**src/arc_pkg.sv**
```systemverilog
/*
 File: constants shared by the converter result and DAC code register slice.
 Assumes: an 8-bit register address space and 8-bit register data.
*/
package arc_pkg;
   // ----------------------------------------
   // Register offsets
   // ----------------------------------------
   localparam logic [7:0] ARC_OFS_SHARED_LOW  = 8'h04;
   localparam logic [7:0] ARC_OFS_IN3_HIGH    = 8'h0A;
   localparam logic [7:0] ARC_OFS_IN4_HIGH    = 8'h0B;
   localparam logic [7:0] ARC_OFS_DAC_A_LOW   = 8'h10;
   localparam logic [7:0] ARC_OFS_DAC_A_HIGH  = 8'h11;
   localparam logic [7:0] ARC_OFS_DAC_B_LOW   = 8'h12;
   localparam logic [7:0] ARC_OFS_DAC_B_HIGH  = 8'h13;
   localparam logic [7:0] ARC_OFS_DAC_C_LOW   = 8'h14;
   localparam logic [7:0] ARC_OFS_DAC_C_HIGH  = 8'h15;
   localparam logic [7:0] ARC_OFS_DAC_D_LOW   = 8'h16;
   localparam logic [7:0] ARC_OFS_DAC_D_HIGH  = 8'h17;
   // ----------------------------------------
   // Fields, widths and reset values
   // ----------------------------------------
   localparam int         ARC_NUM_DAC         = 4;
   localparam int         ARC_RESULT_BITS     = 10;
   localparam int         ARC_DAC_BITS_DFLT   = 12;
   localparam logic [7:0] ARC_RESET_VALUE     = 8'h00;
   localparam logic [7:0] ARC_UNMAPPED_READ   = 8'h00;
   localparam int         ARC_IN3_LOW_POS     = 4;
   localparam int         ARC_IN4_LOW_POS     = 6;
endpackage : arc_pkg

```
**src/arc_dac_if.sv**
```systemverilog
/*
 File: write port of one DAC code register pair.
 Assumes: driven by the register decoder on the same clock.
*/
`timescale 1ns/1ps
interface arc_dac_if;
   logic       wr_low;
   logic       wr_high;
   logic [7:0] wdata;
   logic [7:0] code_low;
   logic [7:0] code_high;
   modport dec (output wr_low, output wr_high, output wdata,
                input code_low, input code_high);
   modport chan (input wr_low, input wr_high, input wdata,
                 output code_low, output code_high);
endinterface : arc_dac_if

```
**src/arc_dac_chan.sv**
```systemverilog
/*
 File: one DAC channel code register pair, low byte left-justified.
 Assumes: synchronous active-high reset on i_sys_clk.
*/
`timescale 1ns/1ps
module arc_dac_chan
   import arc_pkg::*;
#(
   parameter int DAC_BITS = ARC_DAC_BITS_DFLT
) (
   // Clock and reset
   input  wire logic                i_sys_clk,
   input  wire logic                i_sys_rst,
   // Register side
   arc_dac_if.chan                  bus,
   // Code word to the converter
   output logic [DAC_BITS-1:0]      o_code
);
   localparam int         LOW_BITS = DAC_BITS - 8;
   localparam logic [7:0] LOW_MASK = 8'(((1 << LOW_BITS) - 1) << (8 - LOW_BITS));

   logic [7:0] low;
   logic [7:0] high;
   logic [7:0] next_low;
   logic [7:0] next_high;

   always_comb begin
      next_low  = low;
      next_high = high;
      if (bus.wr_low) begin
         next_low = bus.wdata & LOW_MASK;
      end
      if (bus.wr_high) begin
         next_high = bus.wdata;
      end
   end

   always_ff @(posedge i_sys_clk) begin
      if (i_sys_rst) begin
         low  <= ARC_RESET_VALUE;
         high <= ARC_RESET_VALUE;
      end else begin
         low  <= next_low;
         high <= next_high;
      end
   end

   assign bus.code_low  = low;
   assign bus.code_high = high;
   // Upper byte then the valid left-justified low bits
   assign o_code = {high, low[7 -: LOW_BITS]};

   // ----------------------------------------
   // Checks
   // ----------------------------------------
   property p_low_mask;
      @(posedge i_sys_clk) disable iff (i_sys_rst)
      bus.wr_low |=> low == ($past(bus.wdata) & LOW_MASK);
   endproperty
   a_low_mask: assert property (p_low_mask)
      else $error("low code register lost masked write");

   property p_code_join;
      @(posedge i_sys_clk) disable iff (i_sys_rst)
      bus.wr_high && !bus.wr_low |=> o_code[DAC_BITS-1 -: 8] == $past(bus.wdata)
         && o_code[LOW_BITS-1:0] == $past(o_code[LOW_BITS-1:0]);
   endproperty
   a_code_join: assert property (p_code_join)
      else $error("code word not formed from high register");

   property p_reset_zero;
      @(posedge i_sys_clk) i_sys_rst |=> o_code == '0;
   endproperty
   a_reset_zero: assert property (p_reset_zero)
      else $error("code word not zero after reset");
endmodule : arc_dac_chan

```
**src/arc_regs.sv**
```systemverilog
/*
 File: converter result and DAC code register slice.
 Assumes: a host serial engine delivers one-cycle read and write strobes
 with address; results arrive from converter logic on i_sys_clk.
*/
// Behaviour
// - 0x0A reads third input result bits 9..2
// - 0x0B reads fourth input result bits 9..2
// - DAC low registers left-justified, unused bits zero
// - High register holds top eight code bits
// - DAC pairs at 0x10 to 0x17, low even
// - All DAC registers reset to zero code
// - DAC registers read back last written value, low registers with unused bits zero
// - Channel C forms its code like others
// - Shared low-bits register 0x04 is read-only
`timescale 1ns/1ps
module arc_regs
   import arc_pkg::*;
#(
   parameter int DAC_BITS = ARC_DAC_BITS_DFLT
) (
   // Clock and reset
   input  wire logic                      i_sys_clk,
   input  wire logic                      i_sys_rst,
   // Host register port
   input  wire logic                      i_reg_wr,
   input  wire logic                      i_reg_rd,
   input  wire logic [7:0]                i_reg_addr,
   input  wire logic [7:0]                i_reg_wdata,
   output logic      [7:0]                o_reg_rdata,
   // Conversion results
   input  wire logic                      i_result_valid,
   input  wire logic [ARC_RESULT_BITS-1:0] i_analog_input_third,
   input  wire logic [ARC_RESULT_BITS-1:0] i_analog_input_fourth,
   input  wire logic [7:0]                i_shared_low_other,
   // Code words
   output logic [DAC_BITS-1:0]            o_dac_output_a,
   output logic [DAC_BITS-1:0]            o_dac_output_b,
   output logic [DAC_BITS-1:0]            o_dac_output_c,
   output logic [DAC_BITS-1:0]            o_dac_output_d
);
   // ----------------------------------------
   // Result registers
   // ----------------------------------------
   logic [7:0] input3_result_high;
   logic [7:0] input4_result_high;
   logic [7:0] shared_low;
   logic [7:0] next_input3_result_high;
   logic [7:0] next_input4_result_high;
   logic [7:0] next_shared_low;

   always_comb begin
      next_input3_result_high = input3_result_high;
      next_input4_result_high = input4_result_high;
      next_shared_low         = shared_low;
      // Only the converter loads these; host writes never reach them
      if (i_result_valid) begin
         next_input3_result_high = i_analog_input_third[9:2];
         next_input4_result_high = i_analog_input_fourth[9:2];
         next_shared_low = {i_analog_input_fourth[1:0], i_analog_input_third[1:0],
                            i_shared_low_other[3:0]};
      end
   end

   always_ff @(posedge i_sys_clk) begin
      if (i_sys_rst) begin
         input3_result_high <= ARC_RESET_VALUE;
         input4_result_high <= ARC_RESET_VALUE;
         shared_low         <= ARC_RESET_VALUE;
      end else begin
         input3_result_high <= next_input3_result_high;
         input4_result_high <= next_input4_result_high;
         shared_low         <= next_shared_low;
      end
   end

   // ----------------------------------------
   // DAC channels
   // ----------------------------------------
   arc_dac_if dac_port [ARC_NUM_DAC] ();
   logic [DAC_BITS-1:0] code [ARC_NUM_DAC];
   logic [7:0]          chan_low [ARC_NUM_DAC];
   logic [7:0]          chan_high [ARC_NUM_DAC];

   for (genvar g = 0; g < ARC_NUM_DAC; g++) begin : g_dac
      // Low at even offset, high at the next one
      assign dac_port[g].wr_low  = i_reg_wr &&
         i_reg_addr == ARC_OFS_DAC_A_LOW + 8'(2 * g);
      assign dac_port[g].wr_high = i_reg_wr &&
         i_reg_addr == ARC_OFS_DAC_A_HIGH + 8'(2 * g);
      assign dac_port[g].wdata   = i_reg_wdata;
      assign chan_low[g]  = dac_port[g].code_low;
      assign chan_high[g] = dac_port[g].code_high;
      arc_dac_chan #(.DAC_BITS(DAC_BITS)) u_chan (
         .i_sys_clk (i_sys_clk),
         .i_sys_rst (i_sys_rst),
         .bus       (dac_port[g]),
         .o_code    (code[g])
      );
   end

   assign o_dac_output_a = code[0];
   assign o_dac_output_b = code[1];
   assign o_dac_output_c = code[2];
   assign o_dac_output_d = code[3];

   // ----------------------------------------
   // Read mux
   // ----------------------------------------
   logic [7:0] rdata;
   logic [7:0] next_rdata;

   always_comb begin
      next_rdata = rdata;
      if (i_reg_rd) begin
         case (i_reg_addr)
            ARC_OFS_SHARED_LOW: next_rdata = shared_low;
            ARC_OFS_IN3_HIGH:   next_rdata = input3_result_high;
            ARC_OFS_IN4_HIGH:   next_rdata = input4_result_high;
            ARC_OFS_DAC_A_LOW:  next_rdata = chan_low[0];
            ARC_OFS_DAC_A_HIGH: next_rdata = chan_high[0];
            ARC_OFS_DAC_B_LOW:  next_rdata = chan_low[1];
            ARC_OFS_DAC_B_HIGH: next_rdata = chan_high[1];
            ARC_OFS_DAC_C_LOW:  next_rdata = chan_low[2];
            ARC_OFS_DAC_C_HIGH: next_rdata = chan_high[2];
            ARC_OFS_DAC_D_LOW:  next_rdata = chan_low[3];
            ARC_OFS_DAC_D_HIGH: next_rdata = chan_high[3];
            default:            next_rdata = ARC_UNMAPPED_READ;
         endcase
      end
   end

   always_ff @(posedge i_sys_clk) begin
      if (i_sys_rst) begin
         rdata <= ARC_RESET_VALUE;
      end else begin
         rdata <= next_rdata;
      end
   end

   assign o_reg_rdata = rdata;

   // ----------------------------------------
   // Checks
   // ----------------------------------------
   property p_in3_load;
      @(posedge i_sys_clk) disable iff (i_sys_rst)
      i_result_valid |=> input3_result_high == $past(i_analog_input_third[9:2])
         && shared_low[5:4] == $past(i_analog_input_third[1:0]);
   endproperty
   a_in3_load: assert property (p_in3_load)
      else $error("third input result not loaded");

   property p_in4_read;
      @(posedge i_sys_clk) disable iff (i_sys_rst)
      i_reg_rd && i_reg_addr == ARC_OFS_IN4_HIGH |=> o_reg_rdata == $past(input4_result_high);
   endproperty
   a_in4_read: assert property (p_in4_read)
      else $error("fourth input result read wrong");

   property p_dac_c_read;
      @(posedge i_sys_clk) disable iff (i_sys_rst)
      i_reg_wr && i_reg_addr == ARC_OFS_DAC_C_HIGH ##1
      i_reg_rd && i_reg_addr == ARC_OFS_DAC_C_HIGH && !i_reg_wr
      |=> o_reg_rdata == $past(i_reg_wdata, 2);
   endproperty
   a_dac_c_read: assert property (p_dac_c_read)
      else $error("channel C high readback mismatch");

   property p_result_hold;
      @(posedge i_sys_clk) disable iff (i_sys_rst)
      !i_result_valid |=> $stable(input3_result_high) && $stable(input4_result_high)
         && $stable(shared_low);
   endproperty
   a_result_hold: assert property (p_result_hold)
      else $error("result register changed without conversion");

   property p_dac_c_code;
      @(posedge i_sys_clk) disable iff (i_sys_rst)
      o_dac_output_c[DAC_BITS-1 -: 8] == chan_high[2];
   endproperty
   a_dac_c_code: assert property (p_dac_c_code)
      else $error("channel C code not from its high register");

   property p_in4_load;
      @(posedge i_sys_clk) disable iff (i_sys_rst)
      i_result_valid |=> input4_result_high == $past(i_analog_input_fourth[9:2])
         && shared_low[ARC_IN4_LOW_POS +: 2] == $past(i_analog_input_fourth[1:0]);
   endproperty
   a_in4_load: assert property (p_in4_load)
      else $error("fourth input result not loaded");

   property p_in3_read;
      @(posedge i_sys_clk) disable iff (i_sys_rst)
      i_reg_rd && i_reg_addr == ARC_OFS_IN3_HIGH |=> o_reg_rdata == $past(input3_result_high);
   endproperty
   a_in3_read: assert property (p_in3_read)
      else $error("third input result read wrong");

   property p_shared_read;
      @(posedge i_sys_clk) disable iff (i_sys_rst)
      i_reg_rd && i_reg_addr == ARC_OFS_SHARED_LOW |=> o_reg_rdata == $past(shared_low);
   endproperty
   a_shared_read: assert property (p_shared_read)
      else $error("shared low-bits register read wrong");

   property p_rdata_hold;
      @(posedge i_sys_clk) disable iff (i_sys_rst)
      !i_reg_rd |=> $stable(o_reg_rdata);
   endproperty
   a_rdata_hold: assert property (p_rdata_hold)
      else $error("read data changed without a read");

   property p_codes_reset;
      @(posedge i_sys_clk) i_sys_rst |=> o_dac_output_a == '0 && o_dac_output_b == '0
         && o_dac_output_c == '0 && o_dac_output_d == '0;
   endproperty
   a_codes_reset: assert property (p_codes_reset)
      else $error("code words not zero after reset");

   c_write_dac: cover property (@(posedge i_sys_clk) i_reg_wr && i_reg_addr == ARC_OFS_DAC_D_LOW);
   c_read_res: cover property (@(posedge i_sys_clk) i_reg_rd && i_reg_addr == ARC_OFS_IN3_HIGH);
   c_bad_wr: cover property (@(posedge i_sys_clk) i_reg_wr && i_reg_addr == ARC_OFS_IN4_HIGH);
   c_result_load: cover property (@(posedge i_sys_clk) i_result_valid);
   c_read_dac_c: cover property (@(posedge i_sys_clk)
      i_reg_rd && i_reg_addr == ARC_OFS_DAC_C_HIGH);
endmodule : arc_regs

```
**config.mk**
```make
export PLATFORM = sky130hd
export DESIGN_NAME = arc_regs
export DESIGN_NICKNAME = d
export VERILOG_FILES = /design/src/arc_pkg.sv /design/src/arc_dac_if.sv /design/src/arc_dac_chan.sv /design/src/arc_regs.sv
export SDC_FILE = /design/constraint.sdc
export NUM_CORES = 1
export LEC_CHECK = 0
export BUFFER_PORTS_ARGS = -buffer_cell sky130_fd_sc_hd__clkbuf_2
export CORE_MARGIN = 1.5
export CORE_UTILIZATION = 50
export CTS_CLUSTER_DIAMETER = 40
export DETAILED_ROUTE_END_ITERATION = 10
export HOLD_SLACK_MARGIN = 0.03
export PLACE_DENSITY = 0.77
export RECOVER_POWER = 50
export SLEW_MARGIN = 20
export SYNTH_ARGS = -nofsm -noshare
export SYNTH_HDL_FRONTEND = slang
export SYNTH_SLANG_ARGS = --single-unit
```
**constraint.sdc**
```tcl
create_clock -name i_sys_clk -period 2.3 [get_ports i_sys_clk]
set_input_delay 0.69 -clock i_sys_clk [delete_from_list [all_inputs] [get_ports i_sys_clk]]
set_output_delay 0.69 -clock i_sys_clk [all_outputs]
set_load 0.03 [all_outputs]
```
# Yosys cells after proc, flatten, opt, wreduce, memory -nomap -nowiden
# Index checks and enable logic that the tools add are counted.
# totals
inputBits	49
regBits	80
# op_classes
n_mux	1
n_eq_ne	11
reduce_logical	8
# op_table
op	count
8-bit one-hot mux with 11 select lines	1
8-bit by 5-bit equality test with 1-bit output (second input constant)	8
8-bit by 4-bit equality test with 1-bit output (second input constant)	2
8-bit by 3-bit equality test with 1-bit output (second input constant)	1
1-bit logical AND	8

# Longest topological paths before layout
# logic_depth
depth_word	2
depth_mapped	7
depth_no_buf	5

# Cells and area by module
# From an unflattened synthesis, not the netlist that was laid out.
# hier_totals
hier_cells	475
area_unflattened_um2	4312.9
# by_module_without_submodules
module	area_each_um2	n_inst	cells_per_inst
arc_dac_chan	550.5	4	56
arc_regs	2110.8	1	251

# Least setup slack after synthesis
# Ideal clock, no wire load.
# synth_timing
path_kind	input -> register
from	input i_reg_addr[1]
to	register rdata[6], in the netlist o_reg_rdata[6]
setup_slack_ns	0.373
arrival_ns	1.794
t_required_ns	2.166
path_buffers	0
stages	4
path_cell_list	mux4_1 and3_1 o41ai_1 a21oi_1
# synth_via
elab_chain_len	2
elab_cells_between_ends	12
# synth_rtl
element	line	source
start: declaration	arc_regs.sv:28	input wire logic [7:0] i_reg_addr,
8-bit by 5-bit equality test with 1-bit output (tied with other cells)	arc_regs.sv:116	case (i_reg_addr)
8-bit one-hot mux with 11 select lines *	arc_regs.sv:116	
end signal: assignment	arc_regs.sv:137	rdata <= next_rdata;
end: declaration	arc_regs.sv:110	logic [7:0] rdata;
# Every way passes the cells marked *; elsewhere a longest branch is shown, timed or not.
# A chain may end at the register's enable or synchronous reset.

# Worst setup path after layout
# layout_timing
from	input i_reg_addr[2]
to	register rdata[5], in the netlist o_reg_rdata[5]
# Same word-level chain as after synthesis.

==> metrics.txt <==
status finished clean; Hold Fails Final Rpt 0; Netlist cell types 49; vias in the first global route 2941; Worst Path Required 2.58 ns; I/O Pins 105; hold_sp o_reg_rdata[7]; layout cells sized above 1 roughly 23%; dominant cells by area after synthesis dfxtp_1, mux2i_1, nor2_1; fraction of the cycle the final worst path needs 83.5%; hold endpoint o_reg_rdata[7]; die height 88.8 um; total core area 0.00718 mm2; Arr. time, crit path 2.20 ns; ys flop type dfxtp_1; #FFs+latches synth 80; Core Util, Final between 60% and 70%; clock insertion delay at the later pin of the skew report between 0.3 and 0.4 ns; Power Density 615 mW/mm2; Max FO, Critical Path 8; fin. max-slew vios 0; R2R setup slack 0.63 ns; Worst R2R Start g_dac[1].u_chan.bus.code_low[6]; HP Class reg -> reg; CP max stage delay 0.61 ns; chip width 88.8 um; TritonCTS clock tree done; drt wl/cell roughly 16 um; vias 3121; buffer count from post-CTS setup fixing 0; 1st-pass router iterations 4; gr usage total 24.3%; total power 2.78 mW; Setup CP Type in -> reg; die area 0.00788 mm2; clk sinks 80; largest net degree at the start of global routing 81; Post-Syn Nets 416; DRT antenna net count 0; CP max-delay cell or4_4; DP Worst Slack 0.0484 ns; Max Cap Viol 0; Reg2Reg Depth 4; vias per inst 5.43; worst path cell trace clkbuf_2 > or4_4 > or2_1 > o2bb2ai_1 > o31ai_1 > a21oi_1; Worst Setup End Kind flip-flop; FFs w/ async S/R, synth 0%; IO Port Bufs 100; GR Util met1 31.2%; EDFF count, synth 0; most common cell in the synthesized netlist dfxtp_1; final setup violation count 0; post-synthesis cell count 367; CTS Buf Count 9; first-pass GRT wire length 14.5 mm; Worst Setup Start Kind input pin; R2R Path End o_reg_rdata[6]; CTS max path bufs 2; Worst Hold Path Cells 2; dominant cell type by area after synthesis dfxtp_1; Setup TNS 0 ns; Seq/Total Area, Yosys 43.5%; Min Clock Period, post-route 1.92 ns; # H-tree levels 3; final WL 9.41 mm; Clock transition at path regs 0.07 ns; met2 usage 39.2%; Mapped Area between 0.003 and 0.004 mm2; syn avg cell area 10.0 um2; leakage power 2.17 nW; Nets 520; area share of the largest cell type after synthesis between 40% and 50%; initial antenna violation count 0; max frequency 0.520 GHz; Relative slew margins 50.4%; final setup margin 0.378 ns; RePlAce Congestion 0.979; Root Buffer clkbuf_8; hold-fix buffers at CTS 0; DP Wirelength 7.01 mm; RSZ-0062 raised after global routing no; gr busiest metal met2; maximum VDD drop between 0.4 and 0.5 mV; met3 usage 6.81%; Layout Skew 0.00934 ns; Worst-Margin Slew 0.745 ns; number of DRC markers in iteration 0 approximately 200; synth warn 0; Commonest cells post-synth dfxtp_1, nor2_1, mux2i_1, clkbuf_1, nand2_1; area grow syn2layout 22.8%; row count 31; post-cts sizing count 0; total grt overflow 0; DR DRC count 0; starting density of the core 51.3%; Antenna Cells 0
-- sequential cells by signal, indices dropped and copies added, names as in the netlist --
register / count
input3_result_high: 8
o_reg_rdata: 8
shared_low: 8
g_dac.u_chan.bus.code_low: 16
input4_result_high: 8
g_dac.u_chan.bus.code_high: 32
-- worst max path at each step --
stage                           endpoint  cells past startpoint          start  slack (ns)
after floorplan           o_reg_rdata[6]                      4  i_reg_addr[1]        0.37
after global placement    o_reg_rdata[6]                      5  i_reg_addr[1]        0.06
after detailed placement  o_reg_rdata[2]                      7  i_reg_addr[1]        0.05
after CTS                 o_reg_rdata[5]                      6  i_reg_addr[2]        0.42
after global routing      o_reg_rdata[2]                      7  i_reg_addr[1]        0.29
final                     o_reg_rdata[5]                      6  i_reg_addr[2]        0.38
-- cell families after synthesis --
kind of cell | synth area share [%]
muxes | 24.5
DFF | 43.5
buffers and inverters | 3.47
AOI/OAI and AO/OA | 9.66
and+or+nand+nor | 18.9
-- critical path, delay by kind of cell --
kind,cells,cell delay [ns]
AO/OA/AOI/OAI,3,0.47
buffers and inverters,1,0.16
AND/OR/NAND/NOR,2,0.87
-- layout make-up --
| class | count | area [um2] |
|---|---|---|
| clock buffer | 11 | 141 |
| clock inverter | 5 | 80.1 |
| fill | 639 | 2660 |
| inverter | 2 | 7.51 |
| multi-input combinational | 260 | 1950 |
| sequential | 80 | 1600 |
| tap | 99 | 124 |
| timing repair buffer | 118 | 616 |
-- stage by stage --
step	hold slack (ns)	cell area, um2	cells
floorplan	0.452	3680	367
global placement	0.449	4360	559
detailed placement	0.454	4360	559
CTS	0.463	4580	575
global route	0.482	4520	575
finish	0.461	4520	575
-- layout by cell type (no fill, tap or decap), types with 5 or more instances in the layout --
master,count
a21oi_1,9
a22oi_1,6
and3_1,7
buf_4,14
clkbuf_1,45
clkbuf_2,57
clkbuf_8,10
dfxtp_1,80
mux2_2,5
mux2i_1,75
nand2_1,10
nor2_1,77
nor2b_1,6
-- metal layers --
metal	part of all wire [%]	up-vias
li1	-	1530
met1	44	1457
met2	46	117
met3	7.8	17
met4	1.9	0
met5	0	-
-- power by group --
group / total [mW] / internal [mW] / switching (mW)
sequential: 1.43 / 1.41 / 0.0155
clock: 1.13 / 0.639 / 0.490
combinational: 0.226 / 0.0956 / 0.130
No activity file was read; power rests on OpenSTA's default activity.
